--- src/include/sltc_pkg.sv ---
package sltc_pkg;
  // ----------------------------------------
  // register map (printed offsets are not multiples of four: index * 4)
  // ----------------------------------------
  localparam logic [11:0] IDX_SWAP = 12'h564;
  localparam logic [11:0] IDX_PLL_CTRL = 12'h56E;
  localparam logic [11:0] IDX_PLL_STAT = 12'h56F;
  localparam logic [11:0] IDX_LINK_CTRL1 = 12'h571;
  localparam logic [11:0] IDX_IRQ_STAT = 12'h600;
  localparam logic [11:0] IDX_IRQ_MASK = 12'h601;
  localparam int ADDR_W = 14;
  localparam logic [13:0] ADDR_SWAP = {IDX_SWAP, 2'b00};
  localparam logic [13:0] ADDR_PLL_CTRL = {IDX_PLL_CTRL, 2'b00};
  localparam logic [13:0] ADDR_PLL_STAT = {IDX_PLL_STAT, 2'b00};
  localparam logic [13:0] ADDR_LINK_CTRL1 = {IDX_LINK_CTRL1, 2'b00};
  localparam logic [13:0] ADDR_IRQ_STAT = {IDX_IRQ_STAT, 2'b00};
  localparam logic [13:0] ADDR_IRQ_MASK = {IDX_IRQ_MASK, 2'b00};

  // ----------------------------------------
  // field positions and values
  // ----------------------------------------
  localparam int SWAP_BIT = 0;
  localparam int RATE_HI = 7;
  localparam int RATE_LO = 4;
  localparam int LOCK_BIT = 7;
  localparam int LOL_BIT = 3;
  localparam int STBY_SEL_BIT = 7;
  localparam int TAIL_PN_BIT = 6;
  localparam int LTPL_BIT = 5;
  localparam int LINK_OFF_BIT = 0;
  localparam logic [3:0] RATE_13G5 = 4'h3;
  localparam logic [7:0] RST_PLL_CTRL = 8'h30;
  localparam logic [7:0] RST_LINK_CTRL1 = 8'h00;
  localparam logic [7:0] RST_SWAP = 8'h00;
  localparam logic [7:0] K28_5 = 8'hBC;
  localparam logic [15:0] PN_SEED = 16'hACE1;
  localparam logic [1:0] TAIL_FIXED = 2'h0;
  localparam int IRQ_LOL = 0;
  localparam int IRQ_LOCK = 1;

  // ----------------------------------------
  // carriers
  // ----------------------------------------
  typedef struct packed {
    logic [13:0] sample;
    logic [1:0] tail;
    logic is_k;
  } sltc_word_t;

  typedef enum logic [1:0] {SRC_DATA, SRC_ZERO, SRC_CGS, SRC_TEST} sltc_src_t;
endpackage : sltc_pkg

--- src/hdl/sltc_top.sv ---
`timescale 1ns/1ps
//
// Contract
// [RL1] swap bit 1 exchanges A/B channel positions (the code uses bit 0, SWAP_BIT)
// [RL2] rate field 7:4, code 0011 = 13.5 Gbps
// [RL3] sticky loss-of-lock, cleared by 0x0571 bit0
// [RL4] standby select 0 sends zero samples
// [RL5] standby select 1 sends K28.5 repeats
// [RL6] test bit 5 sends long transport pattern
// [RL7] tail bits pseudorandom or fixed by bit6
// [RL8] link bit0: 0 enabled, 1 held reset
//
module sltc_top
  import sltc_pkg::*;
#(
  parameter int SAMPLE_W = 14
) (
  input wire logic clk_sys,
  input wire logic nrst,
  // apb slave
  input wire logic psel,
  input wire logic penable,
  input wire logic pwrite,
  input wire logic [sltc_pkg::ADDR_W-1:0] paddr,
  input wire logic [31:0] pwdata,
  output logic [31:0] prdata,
  output logic pready,
  output logic pslverr,
  // converter and pll side
  input wire logic [13:0] sample_a,
  input wire logic [13:0] sample_b,
  input wire logic sample_valid,
  input wire logic standby,
  input wire logic pll_locked_pin,
  input wire logic receiver_sync_request_input,
  // link side
  output sltc_pkg::sltc_word_t lane_a,
  output sltc_pkg::sltc_word_t lane_b,
  output logic lane_valid,
  output logic [3:0] lane_rate_code,
  output logic rate_13g5_sel,
  output logic link_reset,
  output logic irq
);
  import sltc_pkg::*;

  // ----------------------------------------
  // state
  // ----------------------------------------
  typedef struct packed {
    logic [7:0] swap;
    logic [7:0] pll_ctrl;
    logic [7:0] link_ctrl;
    logic lol;
    logic [1:0] irq_stat;
    logic [1:0] irq_mask;
    logic [1:0] lock_sync;
    logic [1:0] sync_sync;
    logic lock_prev;
    logic [31:0] prdata;
    logic pready;
    logic pslverr;
    sltc_word_t lane_a;
    sltc_word_t lane_b;
    logic lane_valid;
    logic [3:0] rate;
    logic rate_13g5;
    logic link_reset;
    logic irq;
    logic [13:0] test_cnt;
  } sltc_st_t;

  sltc_st_t s_q, s_d;
  logic [1:0] pn_bits;
  logic pn_adv;
  logic acc, wr, rd;
  logic [31:0] rdat;
  logic hit;
  sltc_src_t src;

  // decode a word from its source
  function automatic sltc_word_t make_word(sltc_src_t kind, logic [13:0] smp, logic [13:0] tst,
                                            logic [1:0] tl);
    sltc_word_t w;
    w = '0;
    unique case (kind)
      SRC_DATA: w = '{sample: smp, tail: tl, is_k: 1'b0};
      SRC_ZERO: w = '{sample: 14'h0000, tail: tl, is_k: 1'b0};
      // control chars carry no tail bits
      SRC_CGS: w = '{sample: {6'h00, K28_5}, tail: 2'h0, is_k: 1'b1};
      SRC_TEST: w = '{sample: tst, tail: tl, is_k: 1'b0};
    endcase
    return w;
  endfunction : make_word

  // ----------------------------------------
  // pseudorandom tail source
  // ----------------------------------------
  // advance only on accepted samples; idle cycles do not use up pattern bits
  assign pn_adv = sample_valid & ~s_q.link_ctrl[LINK_OFF_BIT];
  sltc_pn u_pn (
    .clk_sys(clk_sys),
    .nrst(nrst),
    .advance(pn_adv),
    .bits(pn_bits)
  );

  // ----------------------------------------
  // register bus
  // ----------------------------------------
  // apb phase decode; zero wait states
  assign acc = psel & penable;
  assign wr = acc & pwrite;
  // read data is captured in the setup cycle so it stands beside pready
  assign rd = psel & ~penable & ~pwrite;

  // read mux; unmapped reads zero with pslverr
  // reserved bits read back as zero, except link_ctrl bits 4:1, which are stored and read back as written
  always_comb begin
    rdat = 32'h0000_0000;
    hit = 1'b1;
    unique case (paddr)
      ADDR_SWAP: rdat = {24'h000000, s_q.swap};
      ADDR_PLL_CTRL: rdat = {24'h000000, s_q.pll_ctrl[7:4], 4'h0};
      ADDR_PLL_STAT: rdat = {24'h000000, s_q.lock_sync[1], 3'h0, s_q.lol, 3'h0};
      ADDR_LINK_CTRL1: rdat = {24'h000000, s_q.link_ctrl};
      ADDR_IRQ_STAT: rdat = {30'h0, s_q.irq_stat};
      ADDR_IRQ_MASK: rdat = {30'h0, s_q.irq_mask};
      default: hit = 1'b0;
    endcase
  end

  // ----------------------------------------
  // stream source select
  // ----------------------------------------
  // stream source priority: reset, test, standby, sync request, data
  always_comb begin
    if (s_q.link_ctrl[LTPL_BIT]) begin
      src = SRC_TEST; // [RL6]
    end else if (standby) begin
      src = s_q.link_ctrl[STBY_SEL_BIT] ? SRC_CGS : SRC_ZERO; // [RL4] [RL5]
    end else if (s_q.sync_sync[1] == 1'b0) begin
      src = SRC_CGS; // sync request low asks for code group sync
    end else begin
      src = SRC_DATA;
    end
  end

  // ----------------------------------------
  // next state
  // ----------------------------------------
  always_comb begin
    logic [1:0] tl;
    logic [13:0] a_s;
    logic [13:0] b_s;
    logic lol_set;
    logic [1:0] ev;
    tl = 2'h0;
    a_s = 14'h0000;
    b_s = 14'h0000;
    lol_set = 1'b0;
    ev = 2'h0;
    s_d = s_q;
    // lock and sync request pins cross two flops before use
    s_d.lock_sync = {s_q.lock_sync[0], pll_locked_pin};
    s_d.sync_sync = {s_q.sync_sync[0], receiver_sync_request_input};
    // edge detect reads the second flop only, never the metastable first one
    s_d.lock_prev = s_q.lock_sync[1];
    lol_set = s_q.lock_prev & ~s_q.lock_sync[1];
    ev[IRQ_LOL] = lol_set;
    ev[IRQ_LOCK] = ~s_q.lock_prev & s_q.lock_sync[1];
    s_d.pready = psel & ~penable; // ready in the access cycle
    s_d.pslverr = psel & ~penable & ~hit;
    // prdata holds between reads; only pready qualifies it
    if (rd) begin
      s_d.prdata = rdat;
    end
    if (wr) begin
      unique case (paddr)
        ADDR_SWAP: s_d.swap = {7'h00, pwdata[SWAP_BIT]};
        // reserved low nibble is never stored
        ADDR_PLL_CTRL: s_d.pll_ctrl = {pwdata[RATE_HI:RATE_LO], 4'h0}; // [RL2]
        ADDR_LINK_CTRL1: begin
          s_d.link_ctrl = pwdata[7:0];
          if (pwdata[LINK_OFF_BIT]) begin
            s_d.lol = 1'b0; // [RL3]
          end
        end
        ADDR_IRQ_STAT: s_d.irq_stat = s_q.irq_stat & ~pwdata[1:0];
        ADDR_IRQ_MASK: s_d.irq_mask = pwdata[1:0];
        default: ;
      endcase
    end
    // set beats clear on the same edge
    if (lol_set) begin
      s_d.lol = 1'b1; // [RL3]
    end
    s_d.irq_stat = s_d.irq_stat | ev;
    // a set mask bit lets its status bit onto the level irq
    s_d.irq = |(s_d.irq_stat & s_d.irq_mask);
    s_d.rate = s_d.pll_ctrl[RATE_HI:RATE_LO];
    s_d.rate_13g5 = (s_d.rate == RATE_13G5); // [RL2]
    s_d.link_reset = s_d.link_ctrl[LINK_OFF_BIT]; // [RL8]
    // stream path, cleared to zero while link held in reset
    if (s_q.link_ctrl[LINK_OFF_BIT]) begin
      s_d.lane_valid = 1'b0; // [RL8]
      s_d.lane_a = '0;
      s_d.lane_b = '0;
      // test count restarts so the next run begins at zero
      s_d.test_cnt = 14'h0000;
    end else begin
      s_d.lane_valid = sample_valid;
      if (sample_valid) begin
        tl = s_q.link_ctrl[TAIL_PN_BIT] ? pn_bits : TAIL_FIXED; // [RL7]
        a_s = s_q.swap[SWAP_BIT] ? sample_b : sample_a; // [RL1]
        b_s = s_q.swap[SWAP_BIT] ? sample_a : sample_b; // [RL1]
        // long transport pattern: running count, lane b offset by one
        s_d.lane_a = make_word(src, a_s, s_q.test_cnt, tl); // [RL6]
        s_d.lane_b = make_word(src, b_s, s_q.test_cnt + 14'h0001, tl);
        s_d.test_cnt = (src == SRC_TEST) ? s_q.test_cnt + 14'h0002 : 14'h0000;
      end
    end
  end

  // ----------------------------------------
  // registers
  // ----------------------------------------
  // rate outputs reset to agree with the pll_ctrl reset value
  always_ff @(posedge clk_sys or negedge nrst) begin
    if (!nrst) begin
      s_q <= '0;
      s_q.pll_ctrl <= RST_PLL_CTRL;
      s_q.link_ctrl <= RST_LINK_CTRL1;
      s_q.swap <= RST_SWAP;
      s_q.rate <= RST_PLL_CTRL[7:4];
      s_q.rate_13g5 <= 1'b1;
    end else begin
      s_q <= s_d;
    end
  end

  // every output comes straight from a state flop
  assign prdata = s_q.prdata;
  assign pready = s_q.pready;
  assign pslverr = s_q.pslverr;
  assign lane_a = s_q.lane_a;
  assign lane_b = s_q.lane_b;
  assign lane_valid = s_q.lane_valid;
  assign lane_rate_code = s_q.rate;
  assign rate_13g5_sel = s_q.rate_13g5;
  assign link_reset = s_q.link_reset;
  assign irq = s_q.irq;
endmodule : sltc_top

--- src/hdl/sltc_pn.sv ---
`timescale 1ns/1ps
// ----------------------------------------
// pseudorandom tail bit source
// ----------------------------------------
module sltc_pn
  import sltc_pkg::*;
(
  input wire logic clk_sys,
  input wire logic nrst,
  input wire logic advance,
  output logic [1:0] bits
);
  import sltc_pkg::*;
  typedef struct packed {
    logic [15:0] lfsr;
  } sltc_pn_st_t;
  sltc_pn_st_t s_q, s_d;

  // two-tap fibonacci step (bits 15 and 13), two bits per sample
  always_comb begin
    s_d = s_q;
    if (advance) begin
      s_d.lfsr = {s_q.lfsr[13:0], s_q.lfsr[15] ^ s_q.lfsr[13], s_q.lfsr[14] ^ s_q.lfsr[12]};
    end
  end

  always_ff @(posedge clk_sys or negedge nrst) begin
    if (!nrst) begin
      s_q <= '{lfsr: PN_SEED};
    end else begin
      s_q <= s_d;
    end
  end

  assign bits = s_q.lfsr[1:0];
endmodule : sltc_pn

--- config.mk ---
export PLATFORM = sky130hd
export DESIGN_NAME = sltc_top
export DESIGN_NICKNAME = d
export VERILOG_FILES = /design/src/include/sltc_pkg.sv /design/src/hdl/sltc_top.sv /design/src/hdl/sltc_pn.sv
export SDC_FILE = /design/constraint.sdc
export NUM_CORES = 1
export LEC_CHECK = 0
export ABC_AREA = 1
export BUFFER_PORTS_ARGS = -buffer_cell sky130_fd_sc_hd__buf_2
export CAP_MARGIN = 40
export CORE_UTILIZATION = 55
export DETAILED_ROUTE_END_ITERATION = 10
export PLACE_DENSITY_LB_ADDON = 0.25
export SYNTH_ARGS = -nofsm -noshare
export SYNTH_HDL_FRONTEND = slang
export SYNTH_HIERARCHICAL = 1
export SYNTH_SLANG_ARGS = --single-unit
--- constraint.sdc ---
create_clock -name clk_sys -period 4.1 [get_ports clk_sys]
set_clock_uncertainty 0.2 [all_clocks]
set_input_delay 0.82 -clock clk_sys [delete_from_list [all_inputs] [get_ports clk_sys]]
set_output_delay 0.82 -clock clk_sys [all_outputs]
set_load 0.05 [all_outputs]
======== Word-level counts from Yosys, hierarchy flattened ========
Cells that the tools add are included.
operators by class
  eq/ne operators ......................... 10
  multiplexer cells ....................... 23
  bitwise logic cells ..................... 20
  reductions and logical operators ........ 10
  $add $sub $neg .......................... 2
operator list
  kind                                                    count
  one-hot mux 17 bit (4 select lines)                     2
  equality test 14 x 13 -> 1 bit (second input constant)  6
  two-way mux 14 bit                                      5
  one-hot mux 8 bit (6 select lines)                      1
  two-way mux 35 bit                                      1
  two-way mux 34 bit                                      1
  two-way mux 21 bit                                      1
  adder 14 x 1 -> 14 bit (second input constant)          1
  adder 14 x 2 -> 14 bit (second input constant)          1
  two-way mux 2 bit                                       7
  two-way mux 9 bit                                       1
  AND 1 bit                                               8
  two-way mux 8 bit                                       1
  nonzero test 2 bit                                      4
  NOT 1 bit                                               6
  OR reduction 6 bit                                      1
  AND 2 bit                                               2
  equality test 2 bit (second input constant)             2
  equality test 4 x 2 -> 1 bit (second input constant)    1
  AND reduction 2 bit                                     2
  two-way mux 1 bit                                       3
  AND reduction 3 bit                                     1
  equality test 2 x 1 -> 1 bit (second input constant)    1
  zero test 2 bit                                         1
  other kinds (4)                                         5
word-level totals
  output and inout port bits .............. 76
  bits in registers ....................... 124
  word-level logic and storage cells ...... 89

======== Depth between registers and ports, before layout ========
Gate-level depths: netlist of run 1.
  depth in word-level cells ............... 7
  depth in mapped cells ................... 11
  mapped depth without buffers ............ 10

======== Hierarchy ========
The synthesis of run 1 kept the hierarchy.
by module, submodules not included
  module    times used  area an instance (um2)  sequential area each (um2)  cells an instance
  sltc_top  1           4727.0                  2005.7                      625
  sltc_pn   1           650.6                   410.4                       70

======== Worst setup path after synthesis of run 1 ========
OpenSTA, ideal clock, no wires.
  kind .................................... input to register
  from .................................... in paddr[12] (netlist bit)
  to ...................................... reg s_q[100] (netlist bit)
  setup time .............................. 0.121 ns
  arrival ................................. 1.616 ns
  stages .................................. 10
  path slack .............................. 2.163 ns
  cells stage by stage .................... inv_1 nor2_4 nand2_1 nor2_4 nand2_2 inv_2 nand2_2 buf_6 nand2_1 o21ai_2
on the way
  cells in the longest elaborated chain, start to end .. 2
RTL lines
  element                               line             source
  start, declared                       sltc_top.sv:24   input wire logic [sltc_pkg::ADDR_W-1:0] paddr,
  equality test 14 x 13 -> 1 bit        sltc_top.sv:179  unique case (paddr)
  AND reduction 2 bit (no source line)  -
  end, declared                         sltc_top.sv:73   sltc_st_t s_q, s_d;
No other way between the ends.
A chain may end at the register's enable or synchronous reset.

======== Worst setup path in the final report of run 1 ========
  from .................................... in sample_valid
  to ...................................... reg s_q (netlist bit lane_b[16])
on the way
  cells in the longest elaborated chain, start to end .. 1
RTL lines
  element                              line            source
  start, declared                      sltc_top.sv:32  input wire logic sample_valid,
  nonzero test 2 bit (no source line)  -
No other way between the ends.

==> results.cfg, run 1 <==
[power]
ir_drop_mv = 0.227
p_leak_nw = 3.08
p_per_area_nw_per_um2 = 356

[global_routing]
grt_overflow = 0
grt_start_max_net_pins = 38
grt_pass1_wl_mm = 18.2
grt_pass1_vias = 4036
grt_usage_pct = 22.8
antenna_found_initial = 0

[cts]
post_cts_resized = 0
clk_latency_ns = 0.38
clock_sinks = 96
post_cts_buffers = 0
cts_buffers = 9
clkSlewWorstSetupHoldPaths_ns = 0.09
cts_hold_repair.buffers = 0
tritoncts = yes
clock_path_buffers = 2
cts-root-buf = clkbuf_8
h-tree-depth = 3

[logic_synthesis]
avgSynthCellArea_um2 = 7.74
synth_cell_types = 33
synth.area.top_cells = dfrtp_1 (40%), nand2_1 (15%), buf_4 (10%)
synth-async-reset-ratio_pct = 100
yosys_warnings = 6
syn_inst = 695
synth_edf_count = 0
synth_most_common_cell = nand2_1
ys_ff_latch = 96
ys_dominant_reg_cell = dfrtp_1
synthTopCellsByCount = nand2_1 (216), dfrtp_1 (85), inv_1 (74)
yosysTopAreaCell = dfrtp_1
synth.yosys.seq_area_share_pct = 44.9
syn_area_um2 = 5380
synth_top_area_share_pct = 39.6

[run]
maxCapViolCount = 0

[sta]
fmax_mhz = 424
hold_ws_ns = 0.154
max-slew-margin-rel_pct = 49.4
setup-violations-final = 0
slew_violations = 0
rsz0062_at_grt = false
final_hold_viol_count = 0
worstMarginPinSlew_ns = 0.758
setup-tns-final_ns = 0
timing.final.crit_share_pct = 57.6
period_needed_ns = 2.36

[run_status]
status = completed

[route]
drcViolationCount = 0
ant_nets = 0
dr.pass1.iters = 4
via_per_inst = 4.97
num_vias = 4412
wl_per_cell_um = 12.2
totalWireLength_mm = 10.8
drt_iter0_markers = 156

[place]
post-dp-hpwl_mm = 8.12
place.port_buffers = 110
gp_congestion = 0.967

[finish]
areaGrowthSynthToFinish_pct = 7.77
fillers = 868
final_nets = 838
drive_gt1_share_pct = 23.5
utilization_pct = 61.8
diodes = 0

[worst_setup_path]
path_max_fanout = 29
arrival_ns = 2.45
cp-end-kind = flip-flop
reg2reg_depth = 5
r2r-start = s_q[100]$_DFFE_PN0P_
start_kind = input pin
crit_type = input pin to flip-flop
critPathLaunch = sample_valid
cp.required_ns = 4.19

[die]
initial_core_util_pct = 57.4
die_w_um = 101
die_height_um = 101
coreArea_um2 = 9370
row_count = 35
num_io_pins = 159
dieArea_um2 = 10200

[worst_hold_path]
hold_path_depth = 0
hp-start = s_d[94]$_DFF_PN0_
min_path_type = flip-flop to flip-flop
==> cells by family (layout without fill, tap and decap cells) <==
kind of cell    after synthesis  after routing  synth area share, %
flops                        96             96                 44.9
fa+ha+maj                     1              1                0.233
simple gates                315            315                 25.3
compound gates              111            111                 11.8
xor+xnor                      1              1                0.163
other cells                   1             24               0.0697
buf+inv                     170            211                 17.5
==> layer usage <==
layer	track usage (%)	up-vias	routed length, um
li1	-	2203	-
met1	27.7	2044	4640
met2	40.0	147	5360
met3	4.99	18	584
met4	7.92	0	210
met5	0	-	0
==> worst paths after layout <==
check | to | slack (ns)
hold / removal | s_d[90]$_DFF_PN0_ | 0.15
min in group asynchronous | lane_b[14]$_DFFE_PN0P_ | 0.18
setup / recovery | lane_b[16]$_DFFE_PN0P_ | 1.74
hold reg to reg | s_d[90]$_DFF_PN0_ | 0.15
max in group asynchronous | u_pn/s_q[5]$_DFFE_PN1P_ | 2.66
setup reg to reg | lane_b[16]$_DFFE_PN0P_ | 1.81
==> power by group <==
part | total (W) | leakage (nW) | internal (W) | switching, W
clock | 0.000641 | 0.107 | 0.000302 | 0.000339
sequential | 0.00106 | 1.22 | 0.00103 | 0.0000351
combinational | 0.000360 | 1.75 | 0.0000882 | 0.000272
==> final cells by class <==
class                   count  area, um2  area share, %
flip-flops and latches     96       2420           41.7
multi-input cells         452       2110           36.4
clock buffers              10        138           2.37
repair buffers            114        603           10.4
well taps                 129        161           2.78
inverters                  81        304           5.25
clock inverters             6       66.3           1.14
==> worst max-delay path, stage by stage <==
cell and delay (ns):
buf_2 0.09, inv_1 0.06, nor2_4 0.46, nand2_1 0.38, clkinv_1 0.28, a22oi_1 0.15
o21ai_0 0.20
==> flip-flops by register name, summed over array words and instances, names as in the netlist <==
| signal | cells |
|---|---|
| lane_b | 14 |
| irq | 1 |
| rate_13g5_sel | 1 |
| pslverr | 1 |
| pready | 1 |
| prdata | 8 |
| s_d | 3 |
| lane_valid | 1 |
| s_q | 33 |
| u_pn/s_q | 16 |
| lane_a | 17 |
==> cell usage in the layout (no fill, tap or decap), types with 2 or more instances in the layout <==
cell type	instances
nand2_1	216
buf_2	109
dfrtp_1	85
inv_1	74
o21ai_0	55
nand3_1	38
nor2_1	29
conb_1	24
a21oi_1	18
o21ai_1	13
a22o_1	11
dfstp_2	11
nor2_2	10
clkbuf_8	10
nand2_2	8
nor2_4	6
o22ai_1	6
inv_2	5
buf_4	4
o21ai_2	3
nand3_2	2
nor3_1	2
clkinv_1	2
a22oi_1	2
nand4_1	2
inv_6	2
clkinv_2	2
==> metrics by stage <==
step	instances	worst slack (ns)	area (um2)	total power (W)
6_report	888	1.74	5800	0.00206
4_1_cts	888	1.75	5800	0.00209
5_1_grt	888	1.53	5800	0.00216
3_3_place_gp	871	1.38	5560	0.00143
2_1_floorplan	718	2.16	5460	0.00140
3_5_place_dp	872	1.34	5590	0.00144
Note: power is estimated with default switching activity, not from simulation.
==> inputs of run 2 (changes only) <==
Settings changed: CORE_UTILIZATION 55 to 52.
Clock period 4.1 ns to 2.3 ns, I/O delays scaled along.
==> run 2 against run 1 <==
Clock-buffer cell count unchanged. Hold slack worse by 0.045 ns. Sequential power up 78%. First-iteration DRC count up 58%. Global-route usage down 0.64 points. Sequential cell count unchanged. Sequential share of layout area down 0.59 points. Cell area up 1.4%. Largest power group unchanged. Via count up 0.61%. Critical path depth down 3.
==> results.cfg, run 2 (synthesis gave the netlist of run 1 again) <==
[cts]
clkSlewWorstSetupHoldPaths_ns = 0.10
post_cts_buffers = 0
cts-root-buf = clkbuf_8
clk_latency_ns = 0.38
clock_path_buffers = 2
post_cts_resized = 0
cts_buffers = 9
clock_sinks = 96
h-tree-depth = 3
cts_hold_repair.buffers = 3
tritoncts = yes

[worst_setup_path]
crit_slowest_cell = dfrtp_1
cp_cell_sequence = nor2_2, buf_4, clkinv_1, o21ai_0
start_kind = flip-flop
critPathMaxStageDelay_ns = 0.47
cp_num_buf_inv = 2
crit_type = flip-flop to flip-flop
cp.required_ns = 2.38
arrival_ns = 1.98
critical_path.top_delay_family = buffers and inverters
cp-end-kind = flip-flop
path_max_fanout = 35

[run]
maxCapViolCount = 0

[power]
p_total_w = 0.00369
p_leak_nw = 3.11
ir_drop_mv = 0.299
p_per_area_nw_per_um2 = 627

[place]
post-dp-hpwl_mm = 8.42
gp_congestion = 0.852
place.port_buffers = 110

[global_routing]
grt_pass1_wl_mm = 19.3
grt_usage_pct = 22.2
antenna_found_initial = 0
grt_pass1_vias = 4254
grt_start_max_net_pins = 37
grt_overflow = 0

[route]
ant_nets = 0
top_layer_used = met4
dr.pass1.iters = 6
drcViolationCount = 0
num_vias = 4439
wl_met2_mm = 5.64
totalWireLength_mm = 11.3
met1_length_mm = 5.02
drt_iter0_markers = 247
wl_per_cell_um = 12.6
via_per_inst = 4.93
dr_wl_met3_um = 479

[sta]
final_hold_viol_count = 0
setup-tns-final_ns = 0
slew_violations = 0
fmax_mhz = 527
period_needed_ns = 1.90
timing.final.crit_share_pct = 82.5
setup-violations-final = 0
rsz0062_at_grt = false

[finish]
mostFrequentLayoutCells = nand2_1 (216), buf_2 (109), dfrtp_1 (85)
fillers = 942
final_nets = 847
diodes = 0
largest_register_ffs = 33
areaGrowthSynthToFinish_pct = 9.33
layout_commonest_cell = nand2_1
drive_gt1_share_pct = 23.8
top_register = s_q

[die]
num_io_pins = 159
row_count = 36
initial_core_util_pct = 54.3
coreArea_um2 = 9910
dieArea_um2 = 10800
die_w_um = 104
die_height_um = 104

[run_status]
status = completed

[worst_hold_path]
min_path_type = input pin to flip-flop
[run 2: cell type report]
| class | instances | area (um2) | share of cell area [%] |
|---|---|---|---|
| inverter | 81 | 304 | 5.17 |
| timing repair buffer | 123 | 683 | 11.6 |
| sequential | 96 | 2420 | 41.1 |
| clock inverter | 6 | 75.1 | 1.28 |
| multi-input combinational | 452 | 2110 | 35.8 |
| clock buffer | 10 | 128 | 2.17 |
| tap | 133 | 166 | 2.83 |
[run 2: final timing paths]
kind	from	end	slack (ns)	cells after the start
setup reg to reg	s_q[100]$_DFFE_PN0P_	s_q[4]$_DFFE_PN0P_	0.40	4
max in group asynchronous	nrst	s_q[112]$_DFF_PN1_	0.95	3
min in group asynchronous	nrst	lane_b[15]$_DFFE_PN0P_	0.37	2
hold / removal	pwdata[2]	s_q[102]$_DFFE_PN0P_	0.11	3
hold reg to reg	s_d[92]$_DFF_PN0_	s_q[92]$_DFF_PN0_	0.15	0
setup / recovery	s_q[100]$_DFFE_PN0P_	s_q[4]$_DFFE_PN0P_	0.40	4
[run 2: power breakdown]
part	internal (W)	total [W]	leakage (nW)	switching, W
sequential	0.00183	0.00189	1.22	0.0000615
combinational	0.000169	0.000660	1.79	0.000491
clock	0.000520	0.00114	0.0994	0.000617
total	0.00252	0.00369	3.11	0.00117
[run 2: metal layers]
layer / track usage [%] / vias to the layer above
li1: - / 2222
met1: 27.2 / 2071
met2: 38.9 / 130
met3: 4.09 / 16
met4: 8.47 / 0
met5: 0 / -
[run 2: worst register-to-register path, stage by stage, from the launching register on]
cell	delay, ns
dfrtp_1	0.47
nor2_2	0.13
buf_4	0.35
clkinv_1	0.38
o21ai_0	0.28
[run 2: per-stage QoR]
stage	worst slack, ns	instances	area [um2]	hold slack (ns)	utilization (%)
after floorplan	0.560	718	5460	-0.0356	-
after global placement	0.381	882	5650	0.133	57.0
after detailed placement	0.347	882	5650	0.135	57.0
after CTS	0.382	901	5880	0.0873	59.3
after global routing	0.199	901	5880	0.102	59.3
final	0.403	901	5880	0.109	59.3
==> inputs of run 3 (changes only) <==
Settings changed: ABC_AREA 1 to 0.
Clock period 2.3 ns to 1.95 ns, I/O delays scaled along.
==> run 3 against run 2 <==
Total power rose by 26%. The flow now finishes with violations (negative setup slack). Worst setup slack got worse by 0.43 ns. Utilization rose by 3.9 points. Sequential cell count did not move. Via count fell by 15%.
==> results.cfg, run 3 <==
[worst_setup_path]
cp.required_ns = 1.99
start_kind = input pin
cp_cell_sequence = buf_6, or3b_4, or4b_4, nor3_4, buf_6, mux2_4
arrival_ns = 2.02
cp-end-kind = flip-flop
critical_path.top_delay_family = simple AND/OR/NAND/NOR gates
cp_num_buf_inv = 2
crit_type = input pin to flip-flop
crit_slowest_cell = or4b_4
path_max_fanout = 6
crit_top_cell = buf_6
critPathMaxStageDelay_ns = 0.57

[global_routing]
use_met3_pct = 4.28
grt_start_max_net_pins = 41
grt_usage_pct = 21.1
grtUsageMet2_pct = 35.7
grt_pass1_vias = 3597
grt_busiest_layer = met2
antenna_found_initial = 0
grt_overflow = 0
met1_usage_pct = 27.3
grt_pass1_wl_mm = 16.9

[logic_synthesis]
synth_edf_count = 0
synth.area.mux_share_pct = 12.9
yosysTopAreaCell = dfrtp_1
synth.area.top_cells = dfrtp_1 (42%), buf_4 (11%), mux2i_1 (5.9%)
synth_most_common_cell = dfrtp_1
yosys_warnings = 6
synth.yosys.seq_area_share_pct = 47.2
avgSynthCellArea_um2 = 10.5
synthAdderAreaFrac_pct = 0.245
ys_ff_latch = 96
synth-simple-area-share_pct = 12.8
synth_compound_area_share_pct = 13.3
synth_top_family_by_area = compound AO/OA/AOI/OAI gates
ys_dominant_reg_cell = dfrtp_1
syn_area_um2 = 5120
synthTopCellsByCount = dfrtp_1 (85), buf_4 (72), nand2_1 (47)
syn_inst = 488
synth_cell_types = 53
synth_top_area_share_pct = 41.6
synth-xor-area-share_pct = 0.342
synth-async-reset-ratio_pct = 100

[sta]
slew_violations = 0
timing.final.crit_share_pct = 101
period_needed_ns = 1.98
final_hold_viol_count = 0
worstMarginPinSlew_ns = 0.643
setup-violations-final = 2
fmax_mhz = 506
finalWorstSetupSlack_ns = -0.0272
max-slew-margin-rel_pct = 57.1
rsz0062_at_grt = true

[die]
coreArea_um2 = 9370
die_w_um = 101
dieArea_um2 = 10200
die_height_um = 101
row_count = 35
initial_core_util_pct = 54.6
num_io_pins = 159

[power]
intPower_w = 0.00330
ir_drop_mv = 0.374
p_total_w = 0.00466
combPwrFrac_pct = 20.3
switching_share_pct = 29.3
p_sw_w = 0.00137
p_clk_share_pct = 27.9
p_leak_nw = 2.92
p_per_area_nw_per_um2 = 787
p_seq_share_pct = 51.8

[route]
ant_nets = 0
wl_per_cell_um = 14.5
drcViolationCount = 0
dr.pass1.iters = 4
totalWireLength_mm = 10.3
drt_iter0_markers = 97
via_per_inst = 5.27
num_vias = 3764

[cts]
cts-root-buf = clkbuf_8
clk_latency_ns = 0.36
cts_buffers = 9
clock_sinks = 96
h-tree-depth = 3
clkSlewWorstSetupHoldPaths_ns = 0.09
clock_path_buffers = 2
tritoncts = yes

[run_status]
violations = negative setup slack
status = complete, but fails checks

[finish]
drive_gt1_share_pct = 37.2
mostFrequentLayoutCells = buf_2 (107), dfrtp_1 (84), nand2_1 (47)
layout_commonest_cell = buf_2
areaGrowthSynthToFinish_pct = 15.8
top_register = s_q
fillers = 800
largest_register_ffs = 33
utilization_pct = 63.2
final_nets = 663

[place]
place.port_buffers = 110
gp_congestion = 0.862
post-dp-hpwl_mm = 7.71

[run]
maxCapViolCount = 0

[worst_hold_path]
min_path_type = input pin to flip-flop
-- run 3: final cells by class --
cell class	instances	area [um2]	area share (%)
Antenna cell	1	2.50	0.0422
Clock buffer	12	145	2.45
Clock inverter	4	53.8	0.908
Inverter	5	18.8	0.317
Multi-Input combinational cell	315	2160	36.4
Sequential cell	96	2420	40.8
Tap cell	129	161	2.72
Timing Repair Buffer	152	967	16.3
-- run 3: per-layer routing --
layer / share of wire, % / wire length (um) / vias to the layer above
li1: - / - / 1810
met1: 43 / 4400 / 1835
met2: 51 / 5280 / 106
met3: 5.0 / 516 / 13
met4: 1.2 / 126 / 0
met5: 0 / 0 / -
-- run 3: power groups by stage --
| stage | logic (W) | registers (W) | clock network (W) |
|---|---|---|---|
| final | 0.000947 | 0.00242 | 0.00130 |
| after global routing | 0.00102 | 0.00245 | 0.00142 |
| after CTS | 0.000953 | 0.00242 | 0.00133 |
| after detailed placement | 0.000943 | 0.00246 | 0 |
| after global placement | 0.000921 | 0.00244 | 0 |
| after floorplan | 0.000816 | 0.00242 | 0 |
-- run 3: cells by family after synthesis --
kind of cell	count (synthesis)
simple gates	122
flops	96
other cells	1
compound gates	106
xor+xnor	2
buf+inv	100
mux	60
fa+ha+maj	1
-- run 3: final timing paths --
path                                     endpoint                  from  slack [ns]  depth (start not counted)
min in group asynchronous  lane_b[13]$_DFFE_PN0P_                  nrst        0.27                          2
min reg2reg                     s_d[90]$_DFF_PN0_     s_d[94]$_DFF_PN0_        0.16                          0
max reg2reg                lane_a[10]$_DFFE_PN0P_  s_q[105]$_DFFE_PN0P_        0.20                          4
min                              pready$_DFF_PN0_               penable        0.02                          2
max in group asynchronous      s_q[112]$_DFF_PN1_                  nrst        0.73                          3
max                            s_q[114]$_DFF_PN0_              paddr[9]       -0.03                          6
-- run 3: what timing repair did --
| item | 4_1_cts | 5_1_grt |
|---|---|---|
| endpoints found under the setup margin | 11 | 10 |
| resized for setup | 6 | 11 |
| pin swaps | 3 | 4 |
| hold endpoints to repair | 21 | 0 |
| hold buffers | 3 | 0 |
| buffers inserted | 1 | 1 |
-- run 3: per-stage QoR --
stage | cell area (um2) | cells | TNS [ns] | hold slack [ns] | setup slack (ns)
2_1_floorplan | 5220 | 511 | -3.35 | -0.106 | -0.347
3_3_place_gp | 5630 | 692 | -8.21 | 0.0939 | -0.485
3_5_place_dp | 5630 | 692 | -9.31 | 0.0984 | -0.511
4_1_cts | 5890 | 712 | -0.0410 | 0.00942 | -0.0153
5_1_grt | 5920 | 713 | -0.0586 | 0.0379 | -0.0309
6_report | 5920 | 714 | -0.0481 | 0.0153 | -0.0272
